==> config.mk <==
export PLATFORM = sky130hd
export DESIGN_NAME = nbcs_core_state
export DESIGN_NICKNAME = d
export VERILOG_FILES = /design/src/common/nbcs_pkg.sv /design/src/nbcs_core_state.sv
export SDC_FILE = /design/constraint.sdc
export NUM_CORES = 1
export LEC_CHECK = 0
export BUFFER_PORTS_ARGS = -buffer_cell sky130_fd_sc_hd__buf_4
export CELL_PAD_IN_SITES_DETAIL_PLACEMENT = 1
export CELL_PAD_IN_SITES_GLOBAL_PLACEMENT = 1
export CORE_AREA = 2 2 181 183
export CTS_BUF_LIST = sky130_fd_sc_hd__clkbuf_8 sky130_fd_sc_hd__clkbuf_16
export CTS_CLUSTER_SIZE = 30
export DETAILED_ROUTE_END_ITERATION = 6
export DIE_AREA = 0 0 183 185
export PLACE_DENSITY_LB_ADDON = 0.05
export SYNTH_ARGS = -nofsm -noshare
export SYNTH_HDL_FRONTEND = slang
export SYNTH_SLANG_ARGS = --single-unit
export TNS_END_PERCENT = 30
==> constraint.sdc <==
create_clock -name i_clock -period 2 [get_ports i_clock]
set_input_delay 0.4 -clock i_clock [delete_from_list [all_inputs] [get_ports i_clock]]
set_output_delay 0.4 -clock i_clock [all_outputs]
set_load 0.01 [all_outputs]
==> src/common/nbcs_pkg.sv <==
/*
  Constants for the nibble core sequencing and addressing state.
  Assumes a 32-bit APB master and a 100 MHz core clock.
*/
package nbcs_pkg;
  // ==========================================================
  // Widths
  localparam int PC_W     = 15;  // Fetch address width
  localparam int SP_W     = 8;   // Stack pointer width
  localparam int BSC_W    = 16;  // Bit carrier width
  localparam int DADDR_W  = 12;  // Data address width
  // ==========================================================
  // APB offsets (byte addresses)
  localparam logic [7:0] OFS_PC    = 8'h00;
  localparam logic [7:0] OFS_SP    = 8'h04;
  localparam logic [7:0] OFS_PSW   = 8'h08;
  localparam logic [7:0] OFS_FLAGS = 8'h0C;
  localparam logic [7:0] OFS_CARRY = 8'h10;
  localparam logic [7:0] OFS_BANK  = 8'h14;
  localparam logic [7:0] OFS_BSC   = 8'h18;
  localparam logic [7:0] OFS_LPTR  = 8'h1C;
  localparam logic [7:0] OFS_BIT   = 8'h20;
  // ==========================================================
  // Status word field positions
  localparam int PSW_IS_HI = 7;
  localparam int PSW_IS_LO = 6;
  localparam int PSW_EMB   = 5;
  localparam int PSW_ERB   = 4;
  localparam int PSW_C     = 3;
  // ==========================================================
  // Reset values
  localparam logic [14:0] RST_PC  = 15'h0000;
  localparam logic [7:0]  RST_SP  = 8'h00;
  localparam logic [7:0]  RST_PSW = 8'h00;
  // ==========================================================
  // Program memory regions
  localparam logic [14:0] TABLE_BASE = 15'h0020;
  localparam logic [14:0] TABLE_LAST = 15'h007F;
  localparam int          TABLE_ENT  = 48;
  // ==========================================================
  // Stack frame lengths in nibbles
  localparam logic [2:0] CTX_NIB = 3'h6;
  localparam logic [2:0] SB_NIB  = 3'h2;
  // Banks with special contents
  localparam logic [3:0] BANK_LCD = 4'hE;
  localparam logic [3:0] BANK_IO  = 4'hF;
  // Execution cycles for narrow and wide operations
  localparam logic [1:0] CYC_NARROW = 2'h1;
  localparam logic [1:0] CYC_WIDE   = 2'h2;
  // Stack sequencer states
  typedef enum logic [1:0] {
    ST_IDLE = 2'b00,
    ST_PUSH = 2'b01,
    ST_POP  = 2'b10,
    ST_FIN  = 2'b11
  } nbcs_state_t;
endpackage : nbcs_pkg

==> src/nbcs_core_state.sv <==
/*
  Fetch address, stack sequencer, bank selects, status word,
  bit carrier and data address mapping for a nibble core.
  Assumes the instruction logic on the same clock issues
  one-cycle requests and that stack RAM read data is valid
  the cycle after a read strobe.
*/
// Local design decisions: the APB slave port and the register offsets.
// Operation
// Advance fetch address by fetched length
// Table call fetch keeps address unchanged
// Reset or interrupt loads vector bits
// Stack pointer bit zero always zero
// Calls save and restore context frame
// Stack always reaches bank zero area
// Software initialises stack pointer to zero
// Wide address space; wide ops two cycles
// Vector region then small general region
// Table entries lie in 0020H..007FH
// Short jump form executes from table
// Sixteen data banks, selectable
// Bank sizes and special banks mapped
// Bank enable low limits reachable area
// Software initialises data memory itself
// Four register banks of eight nibbles
// Accumulator and pointer pairs addressable
// Software keeps register bank usage split
// Bit carrier direct and indexed access
// Status word layout, saved on interrupt
// Status word reachable regardless of flags
// Status fields access widths enforced
// Bank select values stored
// Bank selects pushed and popped together
// Register bank applied only when enabled
`timescale 1ns/1ps
module nbcs_core_state #(
  parameter int TABLE_ENTRIES = nbcs_pkg::TABLE_ENT
) (
  input  wire logic        i_clock,
  input  wire logic        i_nrst,
  input  wire logic        i_clock_en,
  input  wire logic        i_psel,
  input  wire logic        i_penable,
  input  wire logic        i_pwrite,
  input  wire logic [7:0]  i_paddr,
  input  wire logic [31:0] i_pwdata,
  output logic      [31:0] o_prdata,
  output logic             o_pready,
  output logic             o_pslverr,
  input  wire logic        i_fetch,
  input  wire logic [1:0]  i_fetch_len,
  input  wire logic        i_fetch_ref,
  input  wire logic [5:0]  i_ref_index,
  input  wire logic        i_vector_load,
  input  wire logic [13:0] i_vector_addr,
  input  wire logic        i_short_jump,
  input  wire logic [11:0] i_short_target,
  input  wire logic        i_push_ctx,
  input  wire logic        i_pop_ctx,
  input  wire logic        i_push_sb,
  input  wire logic        i_pop_sb,
  input  wire logic [3:0]  i_stack_rdata,
  input  wire logic        i_flag_we,
  input  wire logic        i_carry,
  input  wire logic [2:0]  i_skip,
  input  wire logic        i_smb_we,
  input  wire logic [3:0]  i_smb,
  input  wire logic        i_srb_we,
  input  wire logic [1:0]  i_srb,
  input  wire logic [7:0]  i_data_addr,
  input  wire logic [2:0]  i_reg_num,
  input  wire logic        i_reg_pair,
  input  wire logic        i_op_wide,
  output logic      [14:0] o_program_counter,
  output logic      [14:0] o_table_addr,
  output logic             o_table_err,
  output logic             o_stack_we,
  output logic             o_stack_re,
  output logic      [11:0] o_stack_addr,
  output logic      [3:0]  o_stack_wdata,
  output logic             o_stack_busy,
  output logic      [11:0] o_data_phys,
  output logic             o_data_ok,
  output logic             o_data_five,
  output logic      [7:0]  o_reg_phys,
  output logic      [1:0]  o_exec_cycles
);
  // ==========================================================
  // Elaboration check
  if (TABLE_ENTRIES < 1 || TABLE_ENTRIES > nbcs_pkg::TABLE_ENT)
  begin : g_bad_table
    $error("TABLE_ENTRIES out of range");
  end

  // ==========================================================
  // State
  logic [14:0]             program_counter;  // Fetch address
  logic [7:0]              stack_pointer;    // Bit 0 held zero
  logic [7:0]              program_status_word;
  logic [3:0]              memory_bank_select;
  logic [1:0]              register_bank_select;
  logic [15:0]             bit_sequence_carrier;
  logic [3:0]              low_ptr;          // Bit index
  nbcs_pkg::nbcs_state_t   state;            // Stack sequencer
  logic [2:0]              nib_cnt;          // Nibbles left
  logic [7:0]              ptr;              // Walking address
  logic [23:0]             frame;            // Saved context
  logic                    pop_is_ctx;       // Frame kind
  logic                    rd_pend;          // Read data due

  // ==========================================================
  // APB decode
  logic acc;    // Access phase sampled
  logic wr_en;  // Write takes effect now
  assign acc   = i_psel && i_penable;
  assign wr_en = acc && o_pready && i_pwrite;

  // Address hit test
  function automatic logic is_mapped(input logic [7:0] a);
    is_mapped = (a <= nbcs_pkg::OFS_BIT) && (a[1:0] == 2'b00);
  endfunction : is_mapped

  // Read value; status word visible whatever the flags hold
  function automatic logic [31:0] rd_val(input logic [7:0] a);
    rd_val = 32'h0000_0000;
    unique case (a)
      nbcs_pkg::OFS_PC:    rd_val[14:0] = program_counter;
      nbcs_pkg::OFS_SP:    rd_val[7:0]  = stack_pointer;
      // no enable gating on read
      nbcs_pkg::OFS_PSW:   rd_val[7:0]  = program_status_word;
      nbcs_pkg::OFS_FLAGS: rd_val[3:0]  = program_status_word[7:4];
      nbcs_pkg::OFS_CARRY: rd_val[0]    =
        program_status_word[nbcs_pkg::PSW_C];
      nbcs_pkg::OFS_BANK:  rd_val[5:0]  =
        {register_bank_select, memory_bank_select};
      nbcs_pkg::OFS_BSC:   rd_val[15:0] = bit_sequence_carrier;
      nbcs_pkg::OFS_LPTR:  rd_val[3:0]  = low_ptr;
      nbcs_pkg::OFS_BIT:   rd_val[0]    = bit_sequence_carrier[low_ptr];
      default:             rd_val       = 32'h0000_0000;
    endcase
  endfunction : rd_val

  // ==========================================================
  // Bus answer: one wait state, data and error from flops
  always_ff @(posedge i_clock)
  begin
    if (!i_nrst)
    begin
      o_pready  <= 1'b0;
      o_prdata  <= 32'h0000_0000;
      o_pslverr <= 1'b0;
    end
    else if (i_clock_en)
    begin
      o_pready  <= acc && !o_pready;
      o_prdata  <= rd_val(i_paddr);
      o_pslverr <= acc && !o_pready && !is_mapped(i_paddr);
    end
  end

  // ==========================================================
  // Fetch address sequencing
  logic ctx_done;  // Context frame fully read back
  logic sb_done;   // Bank frame fully read back
  assign ctx_done = (state == nbcs_pkg::ST_FIN) && !rd_pend
                    && !o_stack_re && pop_is_ctx;
  assign sb_done  = (state == nbcs_pkg::ST_FIN) && !rd_pend
                    && !o_stack_re && !pop_is_ctx;

  always_ff @(posedge i_clock)
  begin
    if (!i_nrst)
      program_counter <= nbcs_pkg::RST_PC;
    else if (i_clock_en)
    begin
      // vector load
      if (i_vector_load)
        program_counter <= {1'b0, i_vector_addr};
      // return address restored
      else if (ctx_done)
        program_counter <= frame[22:8];
      // short form jump in page
      else if (i_short_jump)
        program_counter <= {program_counter[14:12], i_short_target};
      // step by instruction length
      else if (i_fetch && !i_fetch_ref)
        program_counter <= program_counter + {13'h0000, i_fetch_len};
      // table call holds address
      else
        program_counter <= program_counter;
    end
  end
  assign o_program_counter = program_counter;

  // ==========================================================
  // Table slot address; entries are two bytes
  always_ff @(posedge i_clock)
  begin
    if (!i_nrst)
    begin
      o_table_addr <= nbcs_pkg::TABLE_BASE;
      o_table_err  <= 1'b0;
    end
    else if (i_clock_en && i_fetch && i_fetch_ref)
    begin
      // table sits above first 32 bytes
      // slot inside reference area
      o_table_addr <= nbcs_pkg::TABLE_BASE + {8'h00, i_ref_index, 1'b0};
      o_table_err  <= 32'(i_ref_index) >= TABLE_ENTRIES;
    end
  end

  // ==========================================================
  // Nibble picker for pushes
  function automatic logic [3:0] nib(input logic [23:0] f,
                                     input logic [2:0]  i);
    nib = 4'(f >> {i, 2'b00});
  endfunction : nib

  // ==========================================================
  // Stack sequencer; owns the stack pointer
  always_ff @(posedge i_clock)
  begin
    if (!i_nrst)
    begin
      state         <= nbcs_pkg::ST_IDLE;
      stack_pointer <= nbcs_pkg::RST_SP;
      nib_cnt       <= 3'h0;
      ptr           <= 8'h00;
      pop_is_ctx    <= 1'b0;
      o_stack_we    <= 1'b0;
      o_stack_re    <= 1'b0;
      o_stack_addr  <= 12'h000;
      o_stack_wdata <= 4'h0;
    end
    else if (i_clock_en)
    begin
      unique case (state)
        nbcs_pkg::ST_IDLE:
        begin
          ptr <= stack_pointer;
          // context save and restore
          if (i_push_ctx || i_pop_ctx)
          begin
            nib_cnt <= nbcs_pkg::CTX_NIB;
            state   <= i_push_ctx ? nbcs_pkg::ST_PUSH : nbcs_pkg::ST_POP;
          end
          // bank selects together
          else if (i_push_sb || i_pop_sb)
          begin
            nib_cnt <= nbcs_pkg::SB_NIB;
            state   <= i_push_sb ? nbcs_pkg::ST_PUSH : nbcs_pkg::ST_POP;
          end
          // low bit forced clear
          else if (wr_en && i_paddr == nbcs_pkg::OFS_SP)
            stack_pointer <= {i_pwdata[7:1], 1'b0};
          pop_is_ctx <= i_pop_ctx;
        end
        nbcs_pkg::ST_PUSH:
        begin
          if (nib_cnt != 3'h0)
          begin
            // bank 0 whatever the flags
            o_stack_we    <= 1'b1;
            o_stack_addr  <= {4'h0, 8'(ptr - 8'h01)};
            o_stack_wdata <= nib(frame, 3'(nib_cnt - 3'h1));
            ptr           <= 8'(ptr - 8'h01);
            nib_cnt       <= 3'(nib_cnt - 3'h1);
          end
          else
          begin
            o_stack_we    <= 1'b0;
            stack_pointer <= ptr;
            state         <= nbcs_pkg::ST_IDLE;
          end
        end
        nbcs_pkg::ST_POP:
        begin
          if (nib_cnt != 3'h0)
          begin
            o_stack_re   <= 1'b1;
            o_stack_addr <= {4'h0, ptr};
            ptr          <= 8'(ptr + 8'h01);
            nib_cnt      <= 3'(nib_cnt - 3'h1);
          end
          else
          begin
            o_stack_re <= 1'b0;
            state      <= nbcs_pkg::ST_FIN;
          end
        end
        nbcs_pkg::ST_FIN:
        begin
          // Wait for the last nibble before committing
          if (!rd_pend && !o_stack_re)
          begin
            stack_pointer <= ptr;
            state         <= nbcs_pkg::ST_IDLE;
          end
        end
      endcase
    end
  end
  // Busy flag kept as a flop for a clean output
  logic busy_q;
  always_ff @(posedge i_clock)
  begin
    if (!i_nrst)
      busy_q <= 1'b0;
    else if (i_clock_en)
      busy_q <= (state != nbcs_pkg::ST_IDLE) || i_push_ctx
                || i_pop_ctx || i_push_sb || i_pop_sb;
  end
  assign o_stack_busy = busy_q;

  // ==========================================================
  // Frame capture on push, shift in on pop (least first)
  always_ff @(posedge i_clock)
  begin
    if (!i_nrst)
    begin
      frame   <= 24'h00_0000;
      rd_pend <= 1'b0;
    end
    else if (i_clock_en)
    begin
      rd_pend <= o_stack_re;
      // status word saved with return address
      if (state == nbcs_pkg::ST_IDLE && i_push_ctx)
        frame <= {1'b0, program_counter, program_status_word};
      else if (state == nbcs_pkg::ST_IDLE && i_push_sb)
        frame <= {16'h0000, memory_bank_select, 2'b00,
                  register_bank_select};
      else if (rd_pend)
        frame <= {i_stack_rdata, frame[23:4]};
    end
  end

  // ==========================================================
  // Status word: hardware writes win over software
  always_ff @(posedge i_clock)
  begin
    if (!i_nrst)
      program_status_word <= nbcs_pkg::RST_PSW;
    else if (i_clock_en)
    begin
      // whole word restored after service
      if (ctx_done)
        program_status_word <= frame[7:0];
      else if (i_flag_we)
        program_status_word[3:0] <= {i_carry, i_skip};
      // nibble and bit writes only
      else if (wr_en && i_paddr == nbcs_pkg::OFS_FLAGS)
        program_status_word[7:4] <= i_pwdata[3:0];
      else if (wr_en && i_paddr == nbcs_pkg::OFS_CARRY)
        program_status_word[nbcs_pkg::PSW_C] <= i_pwdata[0];
    end
  end

  // ==========================================================
  // Bank selects
  always_ff @(posedge i_clock)
  begin
    if (!i_nrst)
    begin
      memory_bank_select   <= 4'h0;
      register_bank_select <= 2'h0;
    end
    else if (i_clock_en)
    begin
      // restored as a pair
      if (sb_done)
      begin
        memory_bank_select   <= frame[23:20];
        register_bank_select <= frame[17:16];
      end
      else
      begin
        // bank numbers stored
        if (i_smb_we)
          memory_bank_select <= i_smb;
        else if (wr_en && i_paddr == nbcs_pkg::OFS_BANK)
          memory_bank_select <= i_pwdata[3:0];
        if (i_srb_we)
          register_bank_select <= i_srb;
        else if (wr_en && i_paddr == nbcs_pkg::OFS_BANK)
          register_bank_select <= i_pwdata[5:4];
      end
    end
  end

  // ==========================================================
  // Bit carrier: direct word or bit by low pointer
  always_ff @(posedge i_clock)
  begin
    if (!i_nrst)
    begin
      bit_sequence_carrier <= 16'h0000;
      low_ptr              <= 4'h0;
    end
    else if (i_clock_en && wr_en)
    begin
      // direct and indexed access
      if (i_paddr == nbcs_pkg::OFS_BSC)
        bit_sequence_carrier <= i_pwdata[15:0];
      else if (i_paddr == nbcs_pkg::OFS_LPTR)
        low_ptr <= i_pwdata[3:0];
      else if (i_paddr == nbcs_pkg::OFS_BIT)
      begin
        bit_sequence_carrier[low_ptr] <= i_pwdata[0];
        // Step the index to walk a serial pattern
        if (i_pwdata[1])
          low_ptr <= 4'(low_ptr + 4'h1);
        else if (i_pwdata[2])
          low_ptr <= 4'(low_ptr - 4'h1);
      end
    end
  end

  // ==========================================================
  // Data and working register address mapping
  logic       memory_bank_enable_flag;   // Memory bank enable
  logic       register_bank_enable_flag;   // Register bank enable
  logic [3:0] bank;  // Effective data bank
  assign memory_bank_enable_flag  = program_status_word[nbcs_pkg::PSW_EMB];
  assign register_bank_enable_flag  = program_status_word[nbcs_pkg::PSW_ERB];
  // low half bank 0, high half I/O
  assign bank = memory_bank_enable_flag ? memory_bank_select
                    : (i_data_addr[7] ? nbcs_pkg::BANK_IO : 4'h0);

  always_ff @(posedge i_clock)
  begin
    if (!i_nrst)
    begin
      o_data_phys   <= 12'h000;
      o_data_ok     <= 1'b0;
      o_data_five   <= 1'b0;
      o_reg_phys    <= 8'h00;
      o_exec_cycles <= nbcs_pkg::CYC_NARROW;
    end
    else if (i_clock_en)
    begin
      // bank forms top nibble
      o_data_phys <= {bank, i_data_addr};
      // I/O bank holds upper half only
      o_data_ok   <= !(bank == nbcs_pkg::BANK_IO && !i_data_addr[7]);
      o_data_five <= bank == nbcs_pkg::BANK_LCD;
      // bank 0 unless enabled
      // pairs start on even register
      // accumulator and pointers are numbers
      o_reg_phys  <= {3'b000, register_bank_enable_flag ? register_bank_select : 2'b00,
                      i_reg_num[2:1], i_reg_num[0] && !i_reg_pair};
      // wide operations take two
      o_exec_cycles <= i_op_wide ? nbcs_pkg::CYC_WIDE
                                 : nbcs_pkg::CYC_NARROW;
    end
  end

  // ==========================================================
  // Checks
  // stack pointer even
  sp_even_a: assert property (@(posedge i_clock) disable iff (!i_nrst)
    !stack_pointer[0]) else $error("stack pointer odd");
  // table fetch holds address
  ref_hold_a: assert property (@(posedge i_clock) disable iff (!i_nrst)
    i_clock_en && i_fetch && i_fetch_ref && !i_vector_load
    && !ctx_done && !i_short_jump |=> $stable(program_counter))
    else $error("table call moved address");
  // step equals length
  fetch_step_a: assert property (@(posedge i_clock) disable iff (!i_nrst)
    i_clock_en && i_fetch && !i_fetch_ref && !i_vector_load
    && !ctx_done && !i_short_jump
    |=> program_counter == 15'($past(program_counter) + $past(i_fetch_len)))
    else $error("fetch step wrong");
  // vector loaded
  vector_load_a: assert property (@(posedge i_clock) disable iff (!i_nrst)
    i_clock_en && i_vector_load
    |=> program_counter == {1'b0, $past(i_vector_addr)})
    else $error("vector not loaded");
  // stack writes stay in bank 0
  stack_bank_a: assert property (@(posedge i_clock) disable iff (!i_nrst)
    o_stack_we || o_stack_re |-> o_stack_addr[11:8] == 4'h0)
    else $error("stack left bank 0");
  // six writes in a row for a context push
  ctx_push_a: assert property (@(posedge i_clock) disable iff (!i_nrst)
    state == nbcs_pkg::ST_IDLE && i_push_ctx && i_clock_en
    ##1 i_clock_en |=> o_stack_we [*6] ##1 !o_stack_we)
    else $error("context push length wrong");
  // enable low blocks lower I/O half
  emb_gate_a: assert property (@(posedge i_clock) disable iff (!i_nrst)
    i_clock_en && !memory_bank_enable_flag
    |=> o_data_ok && (o_data_phys[11:8] == 4'h0
                      || o_data_phys[11:8] == 4'hF))
    else $error("bank gating wrong");
  // skip bits untouched by bus writes
  skip_ro_a: assert property (@(posedge i_clock) disable iff (!i_nrst)
    i_clock_en && wr_en && !i_flag_we && !ctx_done
    |=> program_status_word[2:0] == $past(program_status_word[2:0]))
    else $error("skip bits written by bus");
  // register bank only when enabled
  reg_bank_a: assert property (@(posedge i_clock) disable iff (!i_nrst)
    i_clock_en && !register_bank_enable_flag |=> o_reg_phys[4:3] == 2'b00)
    else $error("register bank leaked");
  // table slot inside area
  table_range_a: assert property (@(posedge i_clock) disable iff (!i_nrst)
    !o_table_err |-> o_table_addr <= nbcs_pkg::TABLE_LAST)
    else $error("table slot out of area");
endmodule : nbcs_core_state

### Word-level counts from Yosys, hierarchy flattened

Index checks and enable logic that the tools add are counted.

* bitwise logic cells: 1
* reductions and logical operators: 79
* add/sub/neg operators: 7
* mux-type cells: 67
* magnitude comparators: 4
* shifts and indexed selects: 1
* equal/unequal tests: 27

Operators by type and width (count)
* two-way mux 24 bit: 3
* two-way mux 8 bit: 8
* two-way mux 15 bit: 4
* two-way mux 16 bit: 3
* case mux 8 bit (3 select lines): 2
* two-way mux 4 bit: 11
* equality test 8 x 5 -> 1 bit, second input constant: 4
* nonzero test 3 bit: 9
* logical AND 1 bit: 24
* two-way mux 12 bit: 2
* two-way mux 2 bit: 12
* case mux 12 bit (2 select lines): 1
* right shift 24 x 5 -> 4 bit: 1
* case mux 3 bit (7 select lines): 1
* bitwise mux 16 bit: 1
* equality test 8 x 4 -> 1 bit, second input constant: 2
* inequality test 2 bit, second input constant: 8
* case mux 2 bit (4 select lines): 2
* AND reduction 2 bit: 8
* AND reduction 4 bit: 4
* adder 15 x 2 -> 15 bit: 1
* AND reduction 3 bit: 5
* case mux 7 bit (2 select lines): 1
* nonzero test 2 bit: 7
* other kinds (34): 62

* logic and storage cells: 217
* input port bits: 118
* output and inout port bits: 108
* bits in registers: 170

### Logic depth before layout (Yosys ltp)

* word-level depth: 8
* gate-level depth with buffers: 10
* gate-level depth less buffers: 7

### Worst setup path after synthesis

OpenSTA, ideal clock, no wires.

* path kind: flip-flop to flip-flop
* from: reg ptr[1]
* to: reg ptr[6]
* clock period less this slack: 2.171 ns
* setup slack: -0.171 ns
* arrival: 2.034 ns
* stages on the path, launching flop included: 9
* buffers on the path: 1
* data required time: 1.862 ns
* setup time: 0.138 ns
* path through: dfxtp_1 > clkbuf_1 > inv_1 > ha_1 > or3b_2 > or3_1 > a221o_1 > o211ai_1 > a221oi_1

* cells in the longest elaborated chain, start to end: 3
* elaborated cells on any way between the ends: 5
* classes of those cells: add/sub: 2; mux: 3

Ends and longest elaborated chain
* start: declaration: line nbcs_core_state.sv:106 `logic [7:0] ptr;`
* start signal: assignment: line nbcs_core_state.sv:241 `ptr <= stack_pointer;`
* start signal: assignment: line nbcs_core_state.sv:267 `ptr <= 8'(ptr - 8'h01);`
* start signal: assignment: line nbcs_core_state.sv:283 `ptr <= 8'(ptr + 8'h01);`
* adder 8 x 1 -> 8 bit / subtractor 8 x 1 -> 8 bit (equally long branches): line nbcs_core_state.sv:283, nbcs_core_state.sv:267
* two-way mux 8 bit (on tied branches): line nbcs_core_state.sv:279, nbcs_core_state.sv:261
* case mux 8 bit (3 select lines) *: line nbcs_core_state.sv:238 `unique case (state)`

Mark *: on every way between the ends. The rest lies on a longest branch, timed or not. The select of a mux whose other input is x is not followed.
A chain may end at the register's enable or synchronous reset.

### Worst setup path after layout

Same ends and word-level chain as after synthesis.

==> flow_summary_export.csv <==
group,metric,value,unit
synth,ys_types,77,
placed_design,dp_cells,1794,
placed_design,gp_congestion,0.822,
worst_setup_path,cp_slowest_cell,"or3b_4",
grt,track_usage,22.9,%
timing,maxSlewViolCount,0,
timing,setup_ws,15.8,ps
worst_setup_path,cp_data_arrival_time,2290,ps
synth,synth_ff_type,"dfxtp_1",
power,finalPower,9060,uW
route,wire_per_inst,20.9,um
grt,grt_max_degree,80,
synth,synthCells,1171,
timing,period_minus_slack,1980,ps
timing,rsz0062_at_grt,"true",
floorplan,initial_core_util,29.5,%
clock_network,hold_buffers,0,
timing,tns,0,ps
worst_setup_path,path_class,"reg -> reg",
grt,overflow,0,
worst_setup_path,cp-end-kind,"flip-flop",
layout,utilization,39.1,%
worst_setup_path,slowest_delay,380,ps
worst_setup_path,startpoint,"ptr[1]",
timing,worst_slew_pin_slew,549,ps
layout,fillers,3873,
timing,final_hold_viol_count,0,
timing,post-route-period-util,99.2,%
clock_network,clkTransAtPathRegs,60,ps
floorplan,io_pins,226,
power,powerDensity,723,nW/um2
timing,fin_skew,11.6,ps
synth,avgSynthCellArea,8.06,um2
worst_setup_path,path_cells,"inv_1, ha_1, or3b_4, or3_4, a221o_1, o211ai_1, a221oi_1",
min_path,hold_class,"in -> reg",
floorplan,rows,66,
run_status,status,"finished, final reports clean",
layout,drive_above_1_share,29.6,%
worst_setup_path,cp_max_fo,3,
synth,synth_seq_cells,157,
route,dr.pass1.iters,4,
grt,antenna_found_initial,1,
floorplan,die_h,185,um
route,drtAntennaViolNets,0,
power,p_leak,0.00517,uW
worst_setup_path,cp-start-kind,"flip-flop",
clock_network,cts_tree,"yes",
grt,grt_pass1_vias,9803,
synth,synth.area.top_cells,"dfxtp_1, mux2i_1, nor2_1, nand2_1, a21oi_1",
clock_network,cts.sinks,157,
clock_network,ctsHtreeMaxLevel,4,
synth,synth_top_area_cell,"dfxtp_1",
layout,insertedDiodeCount,0,
layout,area_growth,32.8,%
layout,final_nets,1540,
timing,setup_viol,0,
floorplan,dieArea,33900,um2
synth,synthArstFlopShare,0,%
synth,synth-edff-count,0,
worst_setup_path,r2r_start,"ptr[1]",
timing,slew_headroom,62.9,%
route,vias,9575,
placed_design,dpl.hpwl,28.8,mm
synth,syn_area,9440,um2
flow_run,drv_cap,0,
timing,fmax,0.504,GHz
min_path,worstHoldStart,"i_ref_index[0]",
synth,ys_warn_count,0,
floorplan,design.core.area,32000,um2
worst_setup_path,required,2310,ps
floorplan,die_w,183,um
route,drt_wl_total,38.2,mm
layout,fin_cells,1826,
grt,grt_pass1_wl,59.1,mm
layout,register_area,3150,um2
clock_network,cts_setup_buffers,0,
synth,seq_area_frac_synth,33.3,%
layout,multi_input_area,5780,um2
synth,synth_top_area_share,33.3,%
route,drc,0,
placed_design,io_buffers,178,
power,ir_drop,0.560,mV
placed_design,pre_cts_ws,-286,ps
clock_network,insertion_delay,450,ps
route,first_iter_violations,498,
route,routed_via_density,5.24,
clock_network,cts_root_buf,"clkbuf_16",
clock_network,clockBufferDepth,2,
clock_network,cts_buffers,17,
## cells by family (layout without fill, tap and decap cells)
logic type               count (synthesis)  count (layout)  share of synthesized area, %
flip-flops                             157             157                          33.3
XOR/XNOR                                18              18                          1.67
adder cells (fa/ha/maj)                 17              17                          2.41
other                                    1              31                        0.0397
multiplexers                            82              82                          10.1
AND/OR/NAND/NOR                        409             409                          20.6
AO/OA/AOI/OAI                          339             339                          24.1
buffers and inverters                  148             365                          7.74
## metal layers
metal | vias up | global-route usage [%] | share of wire [%]
li1 | 4661 | - | -
met3 | 42 | 3.34 | 4.7
met2 | 238 | 36.8 | 45
met1 | 4632 | 31.6 | 48
met5 | - | 0 | 0.034
met4 | 2 | 7.65 | 2.3
## cell usage after synthesis (15+ instances only)
master,count
ha_1,15
o21ai_0,73
o21ai_1,19
nor3_1,30
inv_1,23
nand2_1,119
dfxtp_1,157
a21oi_1,83
a22oi_1,17
mux2i_1,60
a221oi_1,25
a211oi_2,15
clkbuf_1,67
buf_4,32
nor2_1,126
a211oi_1,15
o211ai_1,19
nand3_1,49
## per-stage QoR
| step | hold WS, ps | cell area [um2] |
|---|---|---|
| 4_1_cts | 163 | 12500 |
| 3_5_place_dp | 457 | 11900 |
| 5_1_grt | 168 | 12500 |
| 3_3_place_gp | 443 | 11900 |
| 6_report | 186 | 12500 |
| 2_1_floorplan | 442 | 9640 |
## registers in the layout, summed over array words and instances, names as in the netlist, 5 cells and up
register	cells
frame	24
program_status_word	8
bit_sequence_carrier	16
o_stack_addr	8
o_prdata	16
o_program_counter	15
o_data_phys	12
o_table_addr	6
ptr	8
o_reg_phys	5
stack_pointer	8
## final timing paths
check | end | slack [ps] | cells past startpoint
setup reg to reg | ptr[6] | 20 | 7
setup / recovery | ptr[6] | 20 | 7
hold reg to reg | o_prdata[11] | 460 | 2
hold / removal | o_table_addr[1] | 190 | 3
## critical path, delay by kind of cell (launching register included)
kind                     cells  cell delay (ps)
flip-flops                   1              310
buffers and inverters        1               80
AND/OR/NAND/NOR              2              730
adder cells (fa/ha/maj)      1              170
AO/OA/AOI/OAI                3              550
## cells in the final DEF (no fill, tap or decap), drive strengths merged, types with 25 or more instances in the layout
cell type / Yosys / layout
a221oi: 25 / 25
buf: 57 / 309
nand2: 119 / 119
a211oi: 30 / 30
mux2i: 60 / 60
nor2: 127 / 127
a21oi: 83 / 83
conb: 1 / 31
o21ai: 92 / 92
dfxtp: 157 / 157
nor3: 30 / 30
nand3: 49 / 49
## power by group
| group | internal (uW) | total (uW) | switching [uW] |
|---|---|---|---|
| Combinational | 1030 | 2300 | 1270 |
| Clock | 1790 | 3250 | 1450 |
| Sequential | 3310 | 3510 | 203 |
## repair_timing
action | CTS | global route
hold endpoints to repair | 0 | 0
resized for setup | 2 | 10
endpoints found under the setup margin | 6 | 38
## final cells by class
class | count | share of cell area (%)
multi-input cells | 896 | 46.1
flip-flops and latches | 157 | 25.1
repair buffers | 309 | 19.4
well taps | 408 | 4.07
clock buffers | 20 | 3.73
clock inverters | 12 | 0.759
inverters | 24 | 0.739
Power figures use the tool's default switching activity.
